==> config.mk <==
export PLATFORM = sky130hd
export DESIGN_NAME = cpu_insn_subset_exec
export DESIGN_NICKNAME = d
export VERILOG_FILES = /design/src/cpu_exec_pkg.sv /design/src/cpu_insn_subset_exec.sv
export SDC_FILE = /design/constraint.sdc
export NUM_CORES = 1
export LEC_CHECK = 0
export ABC_AREA = 0
export BUFFER_PORTS_ARGS = -buffer_cell sky130_fd_sc_hd__buf_2
export CAP_MARGIN = 30
export CELL_PAD_IN_SITES_DETAIL_PLACEMENT = 1
export CELL_PAD_IN_SITES_GLOBAL_PLACEMENT = 2
export CORE_MARGIN = 2
export CORE_UTILIZATION = 29
export DETAILED_ROUTE_END_ITERATION = 8
export GPL_TIMING_DRIVEN = 0
export PLACE_DENSITY_LB_ADDON = 0.1
export SETUP_SLACK_MARGIN = 0.15
export SYNTH_ARGS = -nofsm -noshare
export SYNTH_HDL_FRONTEND = slang
export SYNTH_SLANG_ARGS = --single-unit
==> constraint.sdc <==
create_clock -name clk_sys -period 3.6 [get_ports clk_sys]
set_clock_uncertainty 0.2 [all_clocks]
set_input_delay 0.54 -clock clk_sys [delete_from_list [all_inputs] [get_ports clk_sys]]
set_output_delay 0.54 -clock clk_sys [all_outputs]
set_load 0.01 [all_outputs]
==> src/cpu_exec_pkg.sv <==
package cpu_exec_pkg;

  // ----------------------------------------------------------------
  // Widths and timing
  // ----------------------------------------------------------------
  localparam int DATA_W     = 16;
  localparam int PC_W       = 16;
  localparam int BIT_W      = 4;
  localparam int LIT5_W     = 5;
  localparam int LIT10_W    = 10;
  localparam int CNT_W      = 2;
  localparam logic [PC_W-1:0] PC_STEP = 16'h0002;
  localparam logic [CNT_W-1:0] BRANCH_EXTRA = 2'h1;
  localparam logic [CNT_W-1:0] SKIP1_EXTRA  = 2'h1;
  localparam logic [CNT_W-1:0] SKIP2_EXTRA  = 2'h2;

  // ----------------------------------------------------------------
  // Decoded operations and operand forms
  // ----------------------------------------------------------------
  typedef enum logic [3:0] {
    nop_op, add_op, add_with_carry_op, and_op, arith_shift_right_op,
    asr_multi_op, bit_clear_op, bit_set_op, bit_toggle_op,
    flag_to_bit_write_op, bit_test_skip_clear_op, branch_op,
    branch_always_op, branch_computed_op
  } op_t;

  typedef enum logic [2:0] {
    form_f, form_f_accum, form_lit10, form_default_accumulator_reg, form_lit5
  } form_t;

  typedef enum logic [3:0] {
    cond_c, cond_nc, cond_n, cond_nn, cond_ov, cond_nov, cond_z,
    cond_nz, cond_gt, cond_ge, cond_lt, cond_le, cond_gtu, cond_geu,
    cond_ltu, cond_leu
  } cond_t;

  typedef enum logic [1:0] {tgt_file, tgt_accum, tgt_default_accumulator_reg} tgt_t;

  typedef struct packed {
    logic c;
    logic dc;
    logic n;
    logic ov;
    logic z;
  } flags_t;

  localparam flags_t FLAGS_RST = '0;

  typedef struct packed {
    op_t                op;
    form_t              form;
    cond_t              cond;
    logic               sel_z;
    logic [BIT_W-1:0]   bit_pos;
    logic [LIT10_W-1:0] lit;
    logic [DATA_W-1:0]  opa;
    logic [DATA_W-1:0]  opb;
    logic [DATA_W-1:0]  dst_addr;
    logic [PC_W-1:0]    pc;
    logic [PC_W-1:0]    target;
  } insn_t;

  typedef struct packed {
    logic              en;
    tgt_t              tgt;
    logic [DATA_W-1:0] addr;
    logic [DATA_W-1:0] data;
  } wb_t;

endpackage : cpu_exec_pkg

==> src/cpu_insn_subset_exec.sv <==
`timescale 1ns/10ps
module cpu_insn_subset_exec (
  input  wire logic                           clk_sys,
  input  wire logic                           rst_n,
  input  wire logic                           insn_valid,
  input  wire cpu_exec_pkg::insn_t            insn,
  input  wire logic                           next_two_word,
  output logic                                insn_ready,
  output cpu_exec_pkg::wb_t                   wb,
  output cpu_exec_pkg::flags_t                flags,
  output logic                                redirect,
  output logic [cpu_exec_pkg::PC_W-1:0]       redirect_pc,
  output logic                                flush
);

  // ----------------------------------------------------------------
  // State
  // ----------------------------------------------------------------
  typedef struct packed {
    logic                           ready;
    logic [cpu_exec_pkg::CNT_W-1:0] cnt;
    cpu_exec_pkg::wb_t              wb;
    cpu_exec_pkg::flags_t           flags;
    logic                           redirect;
    logic [cpu_exec_pkg::PC_W-1:0]  redirect_pc;
    logic                           flush;
  } state_t;

  state_t s;
  state_t next_s;

  logic                              accept;
  logic [cpu_exec_pkg::DATA_W-1:0]   opnd_b;
  logic                              take;

  assign accept = insn_valid && s.ready;

  // ----------------------------------------------------------------
  // Decoding helpers
  // ----------------------------------------------------------------
  function automatic cpu_exec_pkg::tgt_t dest_of(
    input cpu_exec_pkg::form_t form);
    unique case (form)
      cpu_exec_pkg::form_f:       dest_of = cpu_exec_pkg::tgt_file;
      cpu_exec_pkg::form_f_accum: dest_of = cpu_exec_pkg::tgt_accum;
      default:                    dest_of = cpu_exec_pkg::tgt_default_accumulator_reg;
    endcase
  endfunction : dest_of

  function automatic logic cond_true(input cpu_exec_pkg::cond_t cond,
                                     input cpu_exec_pkg::flags_t f);
    unique case (cond)
      cpu_exec_pkg::cond_c:   cond_true = f.c;
      cpu_exec_pkg::cond_nc:  cond_true = !f.c;
      cpu_exec_pkg::cond_n:   cond_true = f.n;
      cpu_exec_pkg::cond_nn:  cond_true = !f.n;
      cpu_exec_pkg::cond_ov:  cond_true = f.ov;
      cpu_exec_pkg::cond_nov: cond_true = !f.ov;
      cpu_exec_pkg::cond_z:   cond_true = f.z;
      cpu_exec_pkg::cond_nz:  cond_true = !f.z;
      cpu_exec_pkg::cond_gt:  cond_true = !f.z && (f.n == f.ov);
      cpu_exec_pkg::cond_ge:  cond_true = (f.n == f.ov);
      cpu_exec_pkg::cond_lt:  cond_true = (f.n != f.ov);
      cpu_exec_pkg::cond_le:  cond_true = f.z || (f.n != f.ov);
      cpu_exec_pkg::cond_gtu: cond_true = f.c && !f.z;
      cpu_exec_pkg::cond_geu: cond_true = f.c;
      cpu_exec_pkg::cond_ltu: cond_true = !f.c;
      cpu_exec_pkg::cond_leu: cond_true = !f.c || f.z;
    endcase
  endfunction : cond_true

  // ----------------------------------------------------------------
  // Second operand: literal forms replace the register value.
  // ----------------------------------------------------------------
  always_comb begin
    unique case (insn.form)
      cpu_exec_pkg::form_lit10: opnd_b = {6'h00, insn.lit};
      cpu_exec_pkg::form_lit5:  opnd_b = {11'h000, insn.lit[4:0]};
      default:                  opnd_b = insn.opb;
    endcase
  end

  // ----------------------------------------------------------------
  // Flow decision for branches and the bit-test skip
  // ----------------------------------------------------------------
  always_comb begin
    unique case (insn.op)
      cpu_exec_pkg::branch_op:
        take = cond_true(insn.cond, s.flags);
      cpu_exec_pkg::branch_always_op,
      cpu_exec_pkg::branch_computed_op:
        take = 1'b1;
      cpu_exec_pkg::bit_test_skip_clear_op:
        take = !insn.opa[insn.bit_pos];
      default:
        take = 1'b0;
    endcase
  end

  // ----------------------------------------------------------------
  // Next state
  // ----------------------------------------------------------------
  always_comb begin
    logic [cpu_exec_pkg::DATA_W:0] sum;
    logic [4:0]                    nib;
    logic                          cin;
    logic [cpu_exec_pkg::DATA_W-1:0] res;
    logic [3:0]                    shamt;
    sum   = '0;
    nib   = '0;
    cin   = 1'b0;
    res   = '0;
    shamt = '0;
    next_s = s;
    next_s.wb.en    = 1'b0;
    next_s.redirect = 1'b0;
    next_s.flush    = 1'b0;
    if (s.cnt != '0) begin
      next_s.cnt = s.cnt - 2'h1;
    end
    if (accept) begin
      next_s.wb.addr = insn.dst_addr;
      next_s.wb.tgt  = dest_of(insn.form);
      unique case (insn.op)
        cpu_exec_pkg::add_op,
        cpu_exec_pkg::add_with_carry_op: begin
          cin = (insn.op == cpu_exec_pkg::add_with_carry_op)
                ? s.flags.c : 1'b0;
          sum = {1'b0, insn.opa} + {1'b0, opnd_b}
                + {16'h0000, cin};
          nib = {1'b0, insn.opa[3:0]} + {1'b0, opnd_b[3:0]}
                + {4'h0, cin};
          res = sum[15:0];
          next_s.wb.en    = 1'b1;
          next_s.wb.data  = res;
          next_s.flags.c  = sum[16];
          next_s.flags.dc = nib[4];
          next_s.flags.n  = res[15];
          next_s.flags.ov = (insn.opa[15] == opnd_b[15])
                            && (res[15] != insn.opa[15]);
          next_s.flags.z  = (res == '0);
        end
        cpu_exec_pkg::and_op: begin
          res = insn.opa & opnd_b;
          next_s.wb.en   = 1'b1;
          next_s.wb.data = res;
          next_s.flags.n = res[15];
          next_s.flags.z = (res == '0);
        end
        cpu_exec_pkg::arith_shift_right_op: begin
          res = {insn.opa[15], insn.opa[15:1]};
          next_s.wb.en    = 1'b1;
          next_s.wb.data  = res;
          next_s.flags.c  = insn.opa[0];
          next_s.flags.n  = res[15];
          next_s.flags.ov = 1'b0;
          next_s.flags.z  = (res == '0);
        end
        cpu_exec_pkg::asr_multi_op: begin
          shamt = (insn.form == cpu_exec_pkg::form_lit5)
                  ? insn.lit[3:0] : insn.opb[3:0];
          res = 16'($signed(insn.opa) >>> shamt);
          next_s.wb.en   = 1'b1;
          next_s.wb.tgt  = cpu_exec_pkg::tgt_default_accumulator_reg;
          next_s.wb.data = res;
          next_s.flags.n = res[15];
          next_s.flags.z = (res == '0);
        end
        cpu_exec_pkg::bit_clear_op,
        cpu_exec_pkg::bit_set_op,
        cpu_exec_pkg::bit_toggle_op: begin
          res = insn.opa;
          if (insn.op == cpu_exec_pkg::bit_clear_op) begin
            res[insn.bit_pos] = 1'b0;
          end else if (insn.op == cpu_exec_pkg::bit_set_op) begin
            res[insn.bit_pos] = 1'b1;
          end else begin
            res[insn.bit_pos] = !insn.opa[insn.bit_pos];
          end
          next_s.wb.en   = 1'b1;
          next_s.wb.data = res;
        end
        cpu_exec_pkg::flag_to_bit_write_op: begin
          res = insn.opa;
          res[insn.opb[3:0]] = insn.sel_z ? s.flags.z : s.flags.c;
          next_s.wb.en   = 1'b1;
          next_s.wb.tgt  = cpu_exec_pkg::tgt_default_accumulator_reg;
          next_s.wb.data = res;
        end
        default: begin
          next_s.wb.en = 1'b0;
        end
      endcase
      if (take) begin
        next_s.flush    = 1'b1;
        next_s.redirect = 1'b1;
        if (insn.op == cpu_exec_pkg::bit_test_skip_clear_op) begin
          next_s.cnt = next_two_word ? cpu_exec_pkg::SKIP2_EXTRA
                                     : cpu_exec_pkg::SKIP1_EXTRA;
          next_s.redirect_pc = insn.pc + cpu_exec_pkg::PC_STEP
                               + (next_two_word ? 16'h0004 : 16'h0002);
        end else if (insn.op == cpu_exec_pkg::branch_computed_op) begin
          next_s.cnt = cpu_exec_pkg::BRANCH_EXTRA;
          next_s.redirect_pc = insn.pc + cpu_exec_pkg::PC_STEP
                               + {insn.opa[14:0], 1'b0};
        end else begin
          next_s.cnt = cpu_exec_pkg::BRANCH_EXTRA;
          next_s.redirect_pc = insn.target;
        end
      end
    end
    next_s.ready = (next_s.cnt == '0);
  end

  always_ff @(posedge clk_sys or negedge rst_n) begin
    if (!rst_n) begin
      s       <= '0;
      s.ready <= 1'b1;
      s.flags <= cpu_exec_pkg::FLAGS_RST;
    end else begin
      s <= next_s;
    end
  end

  assign insn_ready  = s.ready;
  assign wb          = s.wb;
  assign flags       = s.flags;
  assign redirect    = s.redirect;
  assign redirect_pc = s.redirect_pc;
  assign flush       = s.flush;
endmodule : cpu_insn_subset_exec

==> metrics.cfg <==
[yosys]
ys.flop_type=dfrtp_1
yosysMostFrequentCell=nand2_1
ys_top_cells_by_count=88 x nand2_1, 75 x nor2_1, 63 x mux2i_1, 63 x o21ai_0, 61 x a21oi_1
synth_area_leaders=dfrtp_1 20%, mux2i_1 8.5%, buf_4 6.1%
synth_edf_count=0
yosys_warnings=0
synth_area_leader_cell=dfrtp_1
syn_area_per_cell_sq_um=7.936
synth_top_area_share_pct=19.88
syn_inst=936
synthDistinctLibCells=68
synthesis.nets=1083
yosysSeqAreaShare_pct=20.23
syn_area_sq_um=7428
async_reset_ff_share_pct=100.0
ys_seq_elements=60

[grt]
grt_start_max_net_pins=61
antenna_found_initial=0
grt_use_total_pct=23.35
grt_pass1_vias=7909
grt_overflow=0
grt_pass1_wl_um=47510

[critical_path]
path_max_fanout=2
r2r_setup_slack_ns=-0.28
slowest_stage=or4_4
endpoint_kind=flip-flop
crit_chain=buf_12 -> xnor2_2 -> nor2_2 -> buf_6 -> mux2_4 -> inv_2 -> fa_2 -> fa_2 -> xnor2_1 -> or3_1 -> or4_1 -> or4_4 -> or4_4 -> o41ai_2
crit_family=simple AND/OR/NAND/NOR gates
worstPathRequired_ns=3.64
worst_r2r_endpoint=flags[0]
slowest_delay_ns=0.47
cp_data_arrival_time_ns=4.14
r2r_cells=9
path_buf_inv=3
r2r_start=flags[4]
path_class=primary input to flip-flop
startpoint_type=primary input

[power_and_ir_drop]
p_seq_share_pct=26.4
switching_share_pct=39.45
pwr-share-comb_pct=49.7
clock_power_share_pct=23.9
leakage_uw=0.004182
p_sw_uw=1360
p_int_uw=2087
irDropWorstVdd_mv=0.1691
power.density_nw_per_um2=356.3

[timing]
rsz0062_at_grt=yes
slew_headroom_pct=38.58
hold_viol_final=0
setup_slack_ns=-0.4978
worstMarginPinSlew_ns=0.9143
post-route-period-util_pct=113.8
slew_viol_final=0
setup_violations=6
min_period_ns=4.098
max_freq_ghz=0.2440

[clock_network]
cts_buffers=9
clkSlewWorstSetupHoldPaths_ns=0.06
htreeDepth=3
clk_latency_ns=0.34
clockBufferDepth=2
root_buffer=clkbuf_16
ctsHoldBuffers=0
clock_sinks=60
cts_tree=yes

[place]
gp_congestion=0.8686
placed_area_sq_um=8701
dp_hpwl_um=24790
numPortBuffers=159

[drt]
vias=7822
vias_per_cell=5.314
ant_nets=0
drc=0
drt_iter0_drc=511
detail_route.wl_per_cell_um=21.39
first_pass_iters=5
wl_um=31490

[finish]
n_fill_cell=3084
antenna_cells=0
drive_above_1_share_pct=34.41
final_nets=1284
utilization_pct=38.41
syn_to_final_growth_pct=30.22
register_area_sq_um=1503
multi_input_area_sq_um=5659
final_cell_area_sq_um=9673

[floorplan]
io_pins=169
dieWidth_um=164.0
die_area_sq_um=26910
fp.dieH_um=164.0
core-area_sq_um=25180
placementRows=58
start_util_pct=29.50

[outcome]
status=finished, violations left
violations=negative setup slack

[flow_run]
cap_violations=0

[min_path]
min_path_type=primary input to asynchronous set/reset pin

==> power groups by stage <==
stage	combinational (uW)	sequential, uW	clock (uW)
floorplan	1030	886	0
global placement	1540	920	0
detailed placement	1550	922	0
CTS	1660	911	846
global route	1870	930	873
finish	1710	910	824
==> worst max path at each step <==
stage	from	slack [ns]	to	cells past startpoint
after global placement	insn[103]	-1.37	flags[0]	14
after global routing	insn[101]	-0.60	flags[0]	14
after floorplan	insn[100]	-0.61	flags[0]	16
after CTS	insn[101]	-0.47	flags[0]	16
after detailed placement	insn[103]	-1.39	flags[0]	14
final	insn[101]	-0.50	flags[0]	14
==> through the flow <==
| step | instances | total power (uW) | setup TNS [ns] | hold WS (ns) | setup slack, ns |
|---|---|---|---|---|---|
| 6_report | 1472 | 3447 | -0.7893 | 0.07589 | -0.4978 |
| 3_5_place_dp | 1428 | 2471 | -9.775 | 0.2117 | -1.390 |
| 3_3_place_gp | 1425 | 2459 | -9.610 | 0.2104 | -1.367 |
| 2_1_floorplan | 936 | 1916 | -0.6096 | 0.04441 | -0.6096 |
| 4_1_cts | 1461 | 3420 | -0.6513 | 0.1370 | -0.4660 |
| 5_1_grt | 1472 | 3674 | -1.680 | 0.1432 | -0.6005 |
==> cells by family after synthesis <==
| group | synth area share (%) |
|---|---|
| adder cells (fa/ha/maj) | 6.636 |
| AO/OA/AOI/OAI | 21.44 |
| XOR/XNOR | 6.367 |
| AND/OR/NAND/NOR | 20.08 |
| multiplexers | 15.80 |
| flip-flops | 20.23 |
| buffers and inverters | 9.449 |
==> cell usage in the layout, fill, tap and decap left out, types with 8 or more instances in the layout <==
master,instances
o22ai_1,15
mux2_2,28
ha_1,26
dfrtp_1,59
or3_1,8
mux2i_1,59
nand2_1,87
a21o_1,8
xnor2_1,29
o21ai_0,57
nor2b_1,18
xor2_1,14
inv_1,20
buf_4,87
a221oi_1,15
nor3_1,29
o21a_1,8
nand3_1,26
buf_2,162
nand2b_1,13
nor2_1,69
a21oi_1,55
clkbuf_1,28
clkbuf_16,9
==> final cells by class <==
| cell class | instances | share of cell area (%) |
|---|---|---|
| Sequential cell | 60 | 15.53 |
| Multi-Input combinational cell | 751 | 58.50 |
| Clock inverter | 7 | 0.5303 |
| Tap cell | 330 | 4.269 |
| Clock buffer | 9 | 2.328 |
| Timing Repair Buffer | 191 | 10.97 |
| Buffer | 101 | 6.972 |
| Inverter | 23 | 0.8925 |
==> state kept, by name (all words and copies together) (netlist names) <==
| register | cells |
|---|---|
| redirect_pc | 16 |
| flush | 1 |
| flags | 5 |
| s | 2 |
| insn_ready | 1 |
| wb | 35 |
==> routing by layer <==
metal / share of wire (%) / global-route usage, % / vias to the layer above
li1: - / - / 3770
met3: 4.8 / 3.081 / 24
met4: 1.1 / 4.187 / 0
met5: 0 / 0 / -
met2: 45 / 36.48 / 212
met1: 49 / 34.54 / 3816
==> worst register-to-register path: stages (launching register included) <==
cell     delay (ns)
dfrtp_1        0.50
nand3_4        0.15
fa_2           0.41
fa_2           0.39
xnor2_1        0.17
or3_1          0.41
or4_1          0.44
or4_4          0.48
or4_4          0.44
o41ai_2        0.20
==> timing repair <==
item	4_1_cts	5_1_grt
cloned	0	0
pin swaps	25	17
setup buffers	18	10
resized for setup	68	38
endpoints found under the setup margin	15	20
(Power assumes the default switching activity.)
